===== src/ts_acq_pkg.sv =====
/*
 ts_acq_pkg: register offsets, reset values, field positions, stream constants
 and state encodings for the serial transport-stream acquisition front end.
 Assumes a single 50 MHz system clock and a 32-bit AHB-Lite register bus.
*/
`default_nettype none
package ts_acq_pkg;
   // clocks and rates
   localparam int SYS_CLK_HZ        = 50_000_000;
   localparam int STAMP_CLK_HZ      = 27_000_000;
   localparam int SYS_CLK_MHZ       = SYS_CLK_HZ / 1_000_000;
   localparam int STAMP_CLK_MHZ     = STAMP_CLK_HZ / 1_000_000;
   localparam logic [6:0] STAMP_INC = 7'(STAMP_CLK_MHZ);
   localparam logic [6:0] STAMP_MOD = 7'(SYS_CLK_MHZ);
   localparam int BIT_RATE_MAX_KBPS = 59_500;
   localparam int DESCR_CLK_MHZ     = 60;

   // register byte offsets
   localparam logic [7:0] ADDR_CTRL     = 8'h00;
   localparam logic [7:0] ADDR_LIMIT    = 8'h04;
   localparam logic [7:0] ADDR_STATUS   = 8'h08;
   localparam logic [7:0] ADDR_SCRAMBLE = 8'h0C;
   localparam logic [7:0] ADDR_EXTRA    = 8'h10;
   localparam logic [7:0] ADDR_STAMP    = 8'h14;
   localparam logic [7:0] ADDR_DATA     = 8'h18;

   // control field positions
   localparam int CTRL_SRC_BIT  = 0;
   localparam int CTRL_SM_BIT   = 1;
   localparam int CTRL_LSB_BIT  = 2;
   localparam int CTRL_MODE_LO  = 3;

   // reset values
   localparam logic [5:0]  LIMIT_RST = 6'h3F;
   localparam logic [11:0] EXTRA_RST = 12'h000;

   // stream constants
   localparam logic [7:0]  SYNC_BYTE     = 8'h47;
   localparam logic [7:0]  PKT_LEN_188   = 8'hBC;
   localparam logic [7:0]  PKT_LEN_130S  = 8'h83;
   localparam logic [7:0]  PES_BLOCK     = 8'hB8;
   localparam logic [11:0] SC_TP_IDX     = 12'h004;
   localparam logic [11:0] SC_PES_IDX    = 12'h00B;
   localparam logic [11:0] SC_130_IDX    = 12'h001;

   // modes and states
   typedef enum logic [1:0] {
      MODE_TS188 = 2'b00,
      MODE_TS130 = 2'b01,
      MODE_PS    = 2'b10,
      MODE_CD    = 2'b11
   } mode_t;

   typedef enum logic [1:0] {
      TX_IDLE = 2'b00,
      TX_LOW  = 2'b01,
      TX_HIGH = 2'b11
   } tx_state_t;

   typedef enum logic [0:0] {
      RET_HUNT = 1'b0,
      RET_LOCK = 1'b1
   } ret_state_t;
endpackage
`default_nettype wire


===== src/acq_ram_if.sv =====
/*
 acq_ram_if: write and read port of the acquisition memory.
 Assumes both ends run on the system clock.
*/
`default_nettype none
interface acq_ram_if #(parameter int AW = 6, parameter int DW = 8);
   logic          we;
   logic [AW-1:0] waddr;
   logic [DW-1:0] wdata;
   logic [AW-1:0] raddr;
   logic [DW-1:0] rdata;
   modport ctrl (output we, output waddr, output wdata, output raddr, input rdata);
   modport mem  (input we, input waddr, input wdata, input raddr, output rdata);
endinterface
`default_nettype wire


===== src/ts_serial_input_acquisition.sv =====
/*
 ts_serial_input_acquisition: serial transport-stream input front end.
 Source select, security-module loop, serial/parallel conversion, acquisition
 memory with packet-relative write counter, scrambling-control decode and a
 27 MHz time stamp. Assumes a 50 MHz ref_clk, pins asynchronous to it,
 and an AHB-Lite master doing single word transfers.
*/
// Design decisions made here: the AHB-Lite interface to the registers and the address map.
// How it works
// source holds framing high for exactly 1504 or 1040 significant bits
// framing rising edge resets the acquisition write counter: new packet
// packet flagged errored is dropped whole, never written to memory
// source keeps error steady over the packet, changing it at framing edges
// program-stream sector start rising edge marks packet start, resets counter
// program-stream data-valid comes in bursts of at least eight bits
// bits assemble into bytes, written only while data-valid is high
// input accepts up to 59.5 Mbit/s; descrambler clock is 60 MHz; pins here are sampled on the 50 MHz ref_clk
// two software selectors: FEC or link input, security loop or bypass
// conversion follows the loop; software picks first bit as MSB or LSB
// loop input shifts bits into a byte, toggles a flag per byte
// bytes leave on system clock; module clock stays low when nothing waits
// data to the security module changes on the module clock rising edge
// returning stream finds packet start by sync byte 0x47, makes framing
// 130-byte packets get a sync byte prepended, stripped on return
// link input is resynchronised and given a bit strobe and data-valid
// FEC bit clock must stay below the system clock rate
// software sets the upper limit at which the write counter wraps
// software programs limit 44, 63, 53 or 58 depending on the mode
// scrambling control decoded from byte 4, byte 11, or byte 1 inverted
// PES payload tracked in 184-byte blocks with a remainder count
// free-running 27 MHz stamp and 12 extra bits offered to link transmit
// FEC data sampled on the falling edge of the FEC bit clock
// acquisition memory of 64 bytes between pin timing and software reads
// byte flag passes a two-stage path with edge detection before use
`default_nettype none
module ts_serial_input_acquisition
   import ts_acq_pkg::*;
#(
   parameter int STAMP_W = 20
) (
   // clock and reset
   input  wire logic               ref_clk,
   input  wire logic               rst_b,
   // AHB-Lite slave
   input  wire logic               hsel,
   input  wire logic [31:0]        haddr,
   input  wire logic [1:0]         htrans,
   input  wire logic               hwrite,
   input  wire logic [2:0]         hsize,
   input  wire logic [31:0]        hwdata,
   input  wire logic               hready,
   output logic      [31:0]        hrdata,
   output logic                    hreadyout,
   output logic                    hresp,
   // FEC serial input
   input  wire logic               fec_bit_clk,
   input  wire logic               fec_data,
   input  wire logic               fec_frame,
   input  wire logic               fec_flag,
   // high-speed link input
   input  wire logic               link_clk,
   input  wire logic               link_data,
   input  wire logic               link_valid,
   // security module loop
   output logic                    sm_clk,
   output logic                    sm_data,
   input  wire logic               sm_ret_clk,
   input  wire logic               sm_ret_data,
   // link transmit tagging
   output logic      [STAMP_W-1:0] tx_stamp,
   output logic      [11:0]        tx_extra
);
   import ts_acq_pkg::*;

   localparam int AW = 6;

   typedef struct packed {
      logic [8:0]  s1;
      logic [8:0]  s2;
      logic [8:0]  s3;
      logic        src_link;
      logic        sm_en;
      logic        lsb_first;
      mode_t       mode;
      logic [5:0]  limit;
      logic [11:0] extra;
      logic [7:0]  baddr;
      logic        bwr;
      logic        brd_data;
      logic        rd_ok;
      logic [31:0] rd_word;
      logic        frm_prev;
      logic        flg_prev;
      logic        err;
      logic [7:0]  csh;
      logic [2:0]  ccnt;
      logic [7:0]  ihold;
      logic        itog;
      logic        itog_q;
      logic        iseen;
      logic        ins_sync;
      tx_state_t   tx;
      logic [7:0]  tsh;
      logic [2:0]  tcnt;
      logic        sm_clk;
      logic        sm_data;
      ret_state_t  rs;
      logic [7:0]  rsh;
      logic [2:0]  rcnt;
      logic [7:0]  rbytes;
      logic        rlock;
      logic [5:0]  wptr;
      logic [5:0]  rptr;
      logic [11:0] idx;
      logic [7:0]  drops;
      logic [1:0]  tp_sc;
      logic [1:0]  pes_sc;
      logic [7:0]  pes_pos;
      logic [15:0] pes_blk;
      logic [6:0]  acc;
      logic [31:0] stamp;
   } acq_state_t;

   acq_state_t st_reg;
   acq_state_t st_next;

   acq_ram_if #(.AW(AW), .DW(8)) ram ();

   acq_ram #(.AW(AW), .DW(8)) u_ram (
      .ref_clk (ref_clk),
      .rst_b   (rst_b),
      .port    (ram.mem)
   );

   function automatic logic [7:0] pkt_len(input mode_t m);
      pkt_len = (m == MODE_TS130) ? PKT_LEN_130S : PKT_LEN_188;
   endfunction

   function automatic logic [7:0] bit_rev(input logic [7:0] b);
      for (int i = 0; i < 8; i++) begin
         bit_rev[i] = b[7-i];
      end
   endfunction

   logic       fclk_fall;
   logic       lclk_rise;
   logic       rclk_fall;
   logic       bit_stb;
   logic       bit_d;
   logic       frm;
   logic       flg;
   logic       ps;
   logic       in_start;
   logic       err_now;
   logic [2:0] cnt_in;
   logic [7:0] byte_in;
   logic       dir_done;
   logic       avail;
   logic [7:0] rsh_new;
   logic       ret_start;
   logic       ret_stb;
   logic       pkt_start;
   logic       byte_stb;
   logic [7:0] byte_raw;
   logic [7:0] wbyte;
   logic [5:0] wbase;
   logic [11:0] idx1;
   logic [6:0] level;
   logic       bus_acc;
   logic       pop;
   logic [6:0] acc_sum;

   always_comb begin
      st_next = st_reg;
      // two-flop resync of every pin, third stage for edges
      st_next.s1 = {sm_ret_data, sm_ret_clk, link_valid, link_data, link_clk,
                    fec_flag, fec_frame, fec_data, fec_bit_clk};
      st_next.s2 = st_reg.s1;
      st_next.s3 = st_reg.s2;
      // FEC falling edge sampling
      fclk_fall = st_reg.s3[0] & ~st_reg.s2[0];
      // link resync to bit strobe
      lclk_rise = ~st_reg.s3[4] & st_reg.s2[4];
      rclk_fall = st_reg.s3[7] & ~st_reg.s2[7];
      // input source selector
      bit_stb = st_reg.src_link ? (lclk_rise & st_reg.s2[6]) : fclk_fall;
      bit_d   = st_reg.src_link ? st_reg.s2[5] : st_reg.s2[1];
      frm     = st_reg.src_link ? st_reg.s2[6] : st_reg.s2[2];
      flg     = st_reg.src_link ? 1'b0 : st_reg.s2[3];
      ps      = st_reg.mode[1];
      if (st_reg.src_link ? lclk_rise : bit_stb) begin
         st_next.frm_prev = frm;
         st_next.flg_prev = flg;
      end
      // framing edge starts packet
      // sector start edge starts packet
      if (ps && !st_reg.src_link) begin
         in_start = bit_stb & flg & ~st_reg.flg_prev;
      end else begin
         in_start = bit_stb & frm & ~st_reg.frm_prev;
      end
      // error latched per packet
      err_now = in_start ? (~ps & flg) : st_reg.err;
      st_next.err = err_now;
      // bytes built only while valid
      cnt_in   = in_start ? 3'h0 : st_reg.ccnt;
      byte_in  = {st_reg.csh[6:0], bit_d};
      dir_done = bit_stb & frm & (cnt_in == 3'h7);
      if (in_start) begin
         st_next.ccnt = 3'h0;
      end
      if (bit_stb && frm) begin
         st_next.csh  = byte_in;
         st_next.ccnt = cnt_in + 3'h1;
      end
      // byte flag toggles per byte
      if (st_reg.sm_en && dir_done) begin
         st_next.ihold = byte_in;
         st_next.itog  = ~st_reg.itog;
      end
      // flag delayed then edge compared
      st_next.itog_q = st_reg.itog;
      avail = st_reg.itog_q ^ st_reg.iseen;
      // shift out, clock low when idle
      case (st_reg.tx)
         TX_IDLE: begin
            st_next.sm_clk = 1'b0;
            st_next.tcnt   = 3'h0;
            if (st_reg.ins_sync) begin
               st_next.tsh      = SYNC_BYTE;
               st_next.ins_sync = 1'b0;
               st_next.tx       = TX_LOW;
            end else if (avail) begin
               st_next.tsh   = st_reg.ihold;
               st_next.iseen = st_reg.itog_q;
               st_next.tx    = TX_LOW;
            end
         end
         TX_LOW: begin
            // data moves with clock rise
            st_next.sm_clk  = 1'b1;
            st_next.sm_data = st_reg.tsh[7];
            st_next.tx      = TX_HIGH;
         end
         TX_HIGH: begin
            st_next.sm_clk = 1'b0;
            st_next.tsh    = {st_reg.tsh[6:0], 1'b0};
            st_next.tcnt   = st_reg.tcnt + 3'h1;
            st_next.tx     = (st_reg.tcnt == 3'h7) ? TX_IDLE : TX_LOW;
         end
         default: begin
            st_next.sm_clk = 1'b0;
            st_next.tx     = TX_IDLE;
         end
      endcase
      // sync byte prepended; set wins over clear
      if (st_reg.sm_en && in_start && st_reg.mode == MODE_TS130) begin
         st_next.ins_sync = 1'b1;
      end
      // sync hunt on returning stream
      rsh_new   = {st_reg.rsh[6:0], st_reg.s2[8]};
      ret_start = 1'b0;
      ret_stb   = 1'b0;
      case (st_reg.rs)
         RET_HUNT: begin
            st_next.rlock = 1'b0;
            if (rclk_fall) begin
               st_next.rsh = rsh_new;
               if (rsh_new == SYNC_BYTE) begin
                  st_next.rs     = RET_LOCK;
                  st_next.rlock  = 1'b1;
                  st_next.rcnt   = 3'h0;
                  st_next.rbytes = 8'h01;
                  ret_start      = 1'b1;
                  // sync stripped for 130-byte packets
                  ret_stb        = (st_reg.mode != MODE_TS130);
               end
            end
         end
         RET_LOCK: begin
            if (rclk_fall) begin
               st_next.rsh  = rsh_new;
               st_next.rcnt = st_reg.rcnt + 3'h1;
               if (st_reg.rcnt == 3'h7) begin
                  ret_stb        = 1'b1;
                  st_next.rbytes = st_reg.rbytes + 8'h01;
                  if (st_reg.rbytes + 8'h01 == pkt_len(st_reg.mode)) begin
                     st_next.rs = RET_HUNT;
                  end
               end
            end
         end
         default: begin
            st_next.rs = RET_HUNT;
         end
      endcase
      // conversion after the loop
      if (st_reg.sm_en) begin
         pkt_start = ret_start;
         byte_stb  = ret_stb & ~st_reg.err;
         byte_raw  = rsh_new;
      end else begin
         pkt_start = in_start;
         byte_stb  = dir_done & ~err_now;
         byte_raw  = byte_in;
      end
      wbyte = st_reg.lsb_first ? bit_rev(byte_raw) : byte_raw;
      if (in_start && err_now) begin
         st_next.drops = st_reg.drops + 8'h01;
      end
      // counter reset at packet start
      wbase = pkt_start ? 6'h00 : st_reg.wptr;
      idx1  = (pkt_start ? 12'h000 : st_reg.idx) + 12'h001;
      if (pkt_start) begin
         st_next.wptr = 6'h00;
         st_next.idx  = 12'h000;
      end
      ram.we    = byte_stb;
      ram.waddr = wbase;
      ram.wdata = wbyte;
      if (byte_stb) begin
         // wrap at the programmed limit
         st_next.wptr = (wbase == st_reg.limit) ? 6'h00 : wbase + 6'h01;
         st_next.idx  = idx1;
         // scrambling control decode
         if (st_reg.mode == MODE_TS130 && idx1 == SC_130_IDX) begin
            st_next.tp_sc = {~wbyte[5], wbyte[4]};
         end
         if (st_reg.mode == MODE_TS188 && idx1 == SC_TP_IDX) begin
            st_next.tp_sc = wbyte[7:6];
         end
         if (st_reg.mode == MODE_TS188 && idx1 == SC_PES_IDX) begin
            st_next.pes_sc = wbyte[5:4];
            if (!wbyte[5]) begin
               st_next.pes_pos = 8'h00;
               st_next.pes_blk = 16'h0000;
            end
         end
         // 184-byte PES payload blocks
         if (st_reg.pes_sc[1] && idx1 > SC_TP_IDX) begin
            if (st_reg.pes_pos == PES_BLOCK - 8'h01) begin
               st_next.pes_pos = 8'h00;
               st_next.pes_blk = st_reg.pes_blk + 16'h0001;
            end else begin
               st_next.pes_pos = st_reg.pes_pos + 8'h01;
            end
         end
      end
      // fill level of the 64-byte store
      if (st_reg.wptr >= st_reg.rptr) begin
         level = {1'b0, st_reg.wptr} - {1'b0, st_reg.rptr};
      end else begin
         level = {1'b0, st_reg.wptr} + {1'b0, st_reg.limit} + 7'h01 - {1'b0, st_reg.rptr};
      end
      // bus address phase
      bus_acc = hsel & hready & htrans[1];
      pop     = bus_acc & ~hwrite & (haddr[7:0] == ADDR_DATA) & (level != 7'h00);
      ram.raddr        = st_reg.rptr;
      st_next.bwr      = bus_acc & hwrite;
      st_next.brd_data = bus_acc & ~hwrite & (haddr[7:0] == ADDR_DATA);
      st_next.rd_ok    = pop;
      if (bus_acc) begin
         st_next.baddr = haddr[7:0];
      end
      if (pop) begin
         st_next.rptr = (st_reg.rptr == st_reg.limit) ? 6'h00 : st_reg.rptr + 6'h01;
      end
      // unread bytes of the old packet are lost at a new start
      if (pkt_start) begin
         st_next.rptr = 6'h00;
      end
      if (st_reg.brd_data) begin
         st_next.rd_word = hrdata;
      end
      if (bus_acc && !hwrite) begin
         case (haddr[7:0])
            ADDR_CTRL:     st_next.rd_word = {27'h0, st_reg.mode, st_reg.lsb_first,
                                              st_reg.sm_en, st_reg.src_link};
            ADDR_LIMIT:    st_next.rd_word = {26'h0, st_reg.limit};
            ADDR_STATUS:   st_next.rd_word = {st_reg.drops, 7'h0, st_reg.rlock,
                                              1'b0, level, 2'h0, st_reg.wptr};
            ADDR_SCRAMBLE: st_next.rd_word = {st_reg.pes_blk, st_reg.pes_pos, 4'h0,
                                              st_reg.pes_sc, st_reg.tp_sc};
            ADDR_EXTRA:    st_next.rd_word = {20'h0, st_reg.extra};
            ADDR_STAMP:    st_next.rd_word = st_reg.stamp;
            default:       st_next.rd_word = 32'h0000_0000;
         endcase
      end
      // bus data phase writes
      if (st_reg.bwr) begin
         case (st_reg.baddr)
            ADDR_CTRL: begin
               // source and loop selectors
               st_next.src_link  = hwdata[CTRL_SRC_BIT];
               st_next.sm_en     = hwdata[CTRL_SM_BIT];
               // bit order control
               st_next.lsb_first = hwdata[CTRL_LSB_BIT];
               st_next.mode      = mode_t'(hwdata[CTRL_MODE_LO+1:CTRL_MODE_LO]);
            end
            ADDR_LIMIT: st_next.limit = hwdata[5:0];
            ADDR_EXTRA: st_next.extra = hwdata[11:0];
            default: begin
            end
         endcase
      end
      // free-running 27 MHz stamp by rate accumulator
      acc_sum = st_reg.acc + STAMP_INC;
      if (acc_sum >= STAMP_MOD) begin
         st_next.acc   = acc_sum - STAMP_MOD;
         st_next.stamp = st_reg.stamp + 32'h0000_0001;
      end else begin
         st_next.acc = acc_sum;
      end
   end

   always_ff @(posedge ref_clk or negedge rst_b) begin
      if (!rst_b) begin
         st_reg       <= '0;
         st_reg.mode  <= MODE_TS188;
         st_reg.tx    <= TX_IDLE;
         st_reg.rs    <= RET_HUNT;
         st_reg.limit <= LIMIT_RST;
         st_reg.extra <= EXTRA_RST;
      end else begin
         st_reg <= st_next;
      end
   end

   assign hrdata    = st_reg.brd_data ? {23'h0, st_reg.rd_ok, ram.rdata} : st_reg.rd_word;
   assign hreadyout = 1'b1;
   assign hresp     = 1'b0;
   assign sm_clk    = st_reg.sm_clk;
   assign sm_data   = st_reg.sm_data;
   assign tx_stamp  = st_reg.stamp[STAMP_W-1:0];
   assign tx_extra  = st_reg.extra;
endmodule
`default_nettype wire


===== src/acq_ram.sv =====
/*
 acq_ram: small acquisition memory, one write and one read port, read data
 registered. Assumes addresses are in range and one clock for both ports.
*/
`default_nettype none
module acq_ram #(
   parameter int AW = 6,
   parameter int DW = 8
) (
   // clock and reset
   input  wire logic ref_clk,
   input  wire logic rst_b,
   // memory port
   acq_ram_if.mem    port
);
   localparam int DEPTH = 1 << AW;

   typedef struct packed {
      logic [DEPTH-1:0][DW-1:0] mem;
      logic [DW-1:0]            rdata;
   } ram_state_t;

   ram_state_t st_reg;
   ram_state_t st_next;

   always_comb begin
      st_next = st_reg;
      // read sees the old word when it meets a write
      st_next.rdata = st_reg.mem[port.raddr];
      if (port.we) begin
         st_next.mem[port.waddr] = port.wdata;
      end
   end

   always_ff @(posedge ref_clk or negedge rst_b) begin
      if (!rst_b) begin
         st_reg <= '0;
      end else begin
         st_reg <= st_next;
      end
   end

   assign port.rdata = st_reg.rdata;
endmodule
`default_nettype wire


===== config.mk =====
export PLATFORM = sky130hd
export DESIGN_NAME = ts_serial_input_acquisition
export DESIGN_NICKNAME = d
export VERILOG_FILES = /design/src/ts_acq_pkg.sv /design/src/acq_ram_if.sv /design/src/ts_serial_input_acquisition.sv /design/src/acq_ram.sv
export SDC_FILE = /design/constraint.sdc
export NUM_CORES = 2
export LEC_CHECK = 0
export ABC_AREA = 1
export BUFFER_PORTS_ARGS = -buffer_cell sky130_fd_sc_hd__buf_2
export CAP_MARGIN = 20
export CORE_MARGIN = 1
export CORE_UTILIZATION = 40
export CTS_BUF_LIST = sky130_fd_sc_hd__clkbuf_8
export CTS_CLUSTER_SIZE = 40
export DETAILED_ROUTE_END_ITERATION = 16
export SLEW_MARGIN = 20
export SYNTH_ARGS = -nofsm -noshare
export SYNTH_HDL_FRONTEND = slang
export SYNTH_SLANG_ARGS = --single-unit

===== constraint.sdc =====
create_clock -name ref_clk -period 4.5 [get_ports ref_clk]
set_clock_uncertainty 0.1 [all_clocks]
set_input_delay 0.675 -clock ref_clk [delete_from_list [all_inputs] [get_ports ref_clk]]
set_output_delay 0.675 -clock ref_clk [all_outputs]
set_load 0.03 [all_outputs]

==> impl_metrics.env <==
export IMPL_syn_num_nets=4480
export IMPL_syn_area_um2=36500
export IMPL_internal_power_mw=11.1
export IMPL_die_height_um=304
export IMPL_hpwl_um=65700
export IMPL_nets=4510
export IMPL_wl_per_cell_um=18.4
export IMPL_p_comb_share_pct=11.6
export IMPL_worstMarginPinSlew_ns=1.10
export IMPL_p_switching_mw=4.53
export IMPL_io_buffer_count=100
export IMPL_first_pass_iters=6
export IMPL_ys_seq_area_share_pct=52.6
export IMPL_critPathKind="register to register"
export IMPL_hold_viol=0
export IMPL_cts_tree="yes"
export IMPL_ys_flop_type="dfrtp_1"
export IMPL_vias_per_cell=5.36
export IMPL_cts_buffer_depth=3
export IMPL_instances_no_fill=5667
export IMPL_ioPinCount=151
export IMPL_hp_start="haddr[5]"
export IMPL_max_cap_viol_count=0
export IMPL_hp_class="input pin to register"
export IMPL_fin_area_um2=40900
export IMPL_p_leak_nw=19.4
export IMPL_drtIter0Drc=2959
export IMPL_ys_ff_latch=766
export IMPL_slew_violations=0
export IMPL_status="finished, final reports clean"
export IMPL_grt_pass1_wl_um=165000
export IMPL_place_inst=5401
export IMPL_h_tree_depth=4
export IMPL_synthCells=4355
export IMPL_layout_drive_gt1_share_pct=10.1
export IMPL_avgSynthCellArea_um2=8.37
export IMPL_die_w_um=304
export IMPL_setup_viol=0
export IMPL_ant_nets=0
export IMPL_vias=30348
export IMPL_clock_power_share_pct=41.9
export IMPL_yosysUniqueCellTypes=60
export IMPL_cts_root_buffer="clkbuf_8"
export IMPL_rsz0062_at_grt="no"
export IMPL_ctsResizeCount=0
export IMPL_first_global_vias=28750
export IMPL_clkTransAtPathRegs_ns=0.06
export IMPL_crit_arrival_ns=4.61
export IMPL_startpoint_type="register"
export IMPL_post_route_min_period_ns=4.08
export IMPL_required_ns=5.03
export IMPL_timing_final_crit_share_pct=90.7
export IMPL_areaGrowthSynthToFinish_pct=12.1
export IMPL_setup_worst_path_end_class="register"
export IMPL_std_cell_rows=110
export IMPL_crit_fanout=16
export IMPL_drt_wl_total_um=104000
export IMPL_max_freq_mhz=245
export IMPL_dpl_instance_area_um2=37900
export IMPL_clock_latency_ns=0.79
export IMPL_grt_antenna_before_repair=1
export IMPL_yosysWarnings=0
export IMPL_start_util_pct=40.4
export IMPL_clock_sinks=766
export IMPL_critPathLaunch="st_reg[226]$_DFFE_PN0P_"
export IMPL_drcViolationCount=0
export IMPL_rr_startpoint="st_reg[226]$_DFFE_PN0P_"
export IMPL_hold_depth=2
export IMPL_fp_coreArea_um2=90100
export IMPL_p_per_area_nw_per_um2=382
export IMPL_die_area_um2=92300
export IMPL_seqPwrFrac_pct=46.6
export IMPL_switching_share_pct=29.0
export IMPL_setup_tns_ns=0
export IMPL_overflow=0
export IMPL_max_slew_margin_rel_pct=26.3
export IMPL_grt_usage_pct=22.5
export IMPL_rr_worst_depth=17
export IMPL_grt_max_degree=131
export IMPL_p_total_mw=15.6
export IMPL_ir_worst_vdd_mv=0.232
export IMPL_numCtsBuffers=136
export IMPL_synth_edf_count=0
export IMPL_largest_reg_flops=512
export IMPL_synthArstFlopShare_pct=100
export IMPL_place_congestion=0.885
## worst paths after layout
check,to,slack (ns)
min,st_reg[201]$_DFFE_PN0P_,0.08
max reg2reg,u_ram.st_reg[175]$_DFFE_PN0P_,0.42
max,u_ram.st_reg[175]$_DFFE_PN0P_,0.42
min reg2reg,st_next[229]$_DFF_PN0_,0.24
min in group asynchronous,st_reg[133]$_DFFE_PN0P_,0.39
max in group asynchronous,u_ram.st_reg[496]$_DFFE_PN0P_,2.85
## routing by layer
| layer | up-vias | routed length [µm] | global-route usage (%) |
|---|---|---|---|
| met1 | 14675 | 47500 | 31.4 |
| met5 | - | 0 | 0 |
| met4 | 0 | 2430 | 7.20 |
| met2 | 931 | 47700 | 35.2 |
| met3 | 171 | 6660 | 4.37 |
| li1 | 14571 | - | - |
## cell type report
| class | instances | area (µm²) |
|---|---|---|
| fillers | 8867 | 49300 |
| clock inverters | 78 | 484 |
| repair buffers | 195 | 1510 |
| diodes | 2 | 5.00 |
| flip-flops and latches | 766 | 19200 |
| well taps | 1176 | 1470 |
| clock buffers | 164 | 2260 |
| multi-input cells | 3035 | 15000 |
| inverters | 251 | 948 |
## through the flow
step	utilization, %	setup WS [ns]	hold WS (ns)
after global placement	42.0	0.558	0.234
after floorplan	-	1.30	0.231
after CTS	45.3	0.449	0.00177
final	45.3	0.419	0.0765
after global routing	45.3	0.115	0.0339
after detailed placement	42.0	0.515	0.235
## logic make-up after synthesis
group,count (synthesis),synth area share [%]
adders and majority gates,42,1.59
AOI/OAI and AO/OA,1239,18.2
and+or+nand+nor,1651,18.8
buffers and inverters,554,6.38
DFF,766,52.6
other,2,0.0206
xor gates and xnor gates,90,2.16
muxes,11,0.333
## what timing repair did
action	CTS	global route
setup buffers	0	0
hold buffers	21	0
hold endpoints to repair	84	0
## worst max-delay path, stage by stage, from the launching register on
cell and delay (ns):
dfrtp_1 0.47, inv_2 0.17, nand3_2 0.12, nand2_1 0.08, nand3_2 0.08, nand2_4 0.10, nor2_1 0.17, ha_1 0.19
ha_1 0.15, inv_1 0.06, nor3_1 0.17, nand2_1 0.09, nand2_2 0.34, nand2_1 0.29, nor2_4 0.54, nand2_1 0.53
nand2_1 0.17, o21ai_0 0.09
## power groups by stage
| stage | logic [mW] | registers, mW | clock network, mW |
|---|---|---|---|
| after floorplan | 1.03 | 7.35 | 0 |
| after global placement | 1.77 | 7.39 | 0 |
| after detailed placement | 1.78 | 7.39 | 0 |
| after CTS | 1.80 | 7.27 | 6.71 |
| after global routing | 2.01 | 7.30 | 6.99 |
| final | 1.80 | 7.27 | 6.54 |
## synth_stat cells (all sizes together), types with 4 or more instances
library cell | n | area share, %
ha | 35 | 1.2
xnor2 | 12 | 0.29
o21ai | 962 | 13
nand3b | 4 | 0.082
nor4 | 8 | 0.17
a21oi | 39 | 0.54
buf | 86 | 1.6
xor2 | 78 | 1.9
a221oi | 10 | 0.24
dfstp | 6 | 0.43
nand3 | 99 | 1.4
a31oi | 4 | 0.069
fa | 7 | 0.38
nor3 | 41 | 0.67
inv | 246 | 2.5
clkinv | 5 | 0.051
nand4 | 41 | 0.84
nand2 | 965 | 10
o221ai | 11 | 0.26
o2111ai | 7 | 0.17
nor2 | 488 | 5.3
o22ai | 180 | 3.1
clkbuf | 217 | 2.2
o211ai | 6 | 0.14
mux2 | 9 | 0.28
dfrtp | 760 | 52
## layout by cell type, fill, tap and decap left out, types with 12 or more instances in the layout
| cell | Yosys | routed |
|---|---|---|
| nand2_1 | 950 | 945 |
| o21ai_0 | 915 | 913 |
| dfrtp_1 | 760 | 757 |
| nor2_1 | 471 | 471 |
| inv_1 | 242 | 289 |
| o22ai_1 | 180 | 180 |
| clkbuf_8 | 0 | 164 |
| buf_2 | 35 | 99 |
| nand3_1 | 95 | 95 |
| xor2_1 | 78 | 78 |
| buf_4 | 34 | 56 |
| o21ai_1 | 47 | 47 |
| a21oi_1 | 39 | 39 |
| nand4_1 | 37 | 37 |
| nor3_1 | 36 | 35 |
| ha_1 | 35 | 35 |
| dlygate4sd3_1 | 0 | 21 |
| buf_12 | 0 | 17 |
| nand2_4 | 11 | 12 |
| clkinv_2 | 0 | 12 |
| xnor2_1 | 12 | 12 |
(Power assumes the default switching activity.)
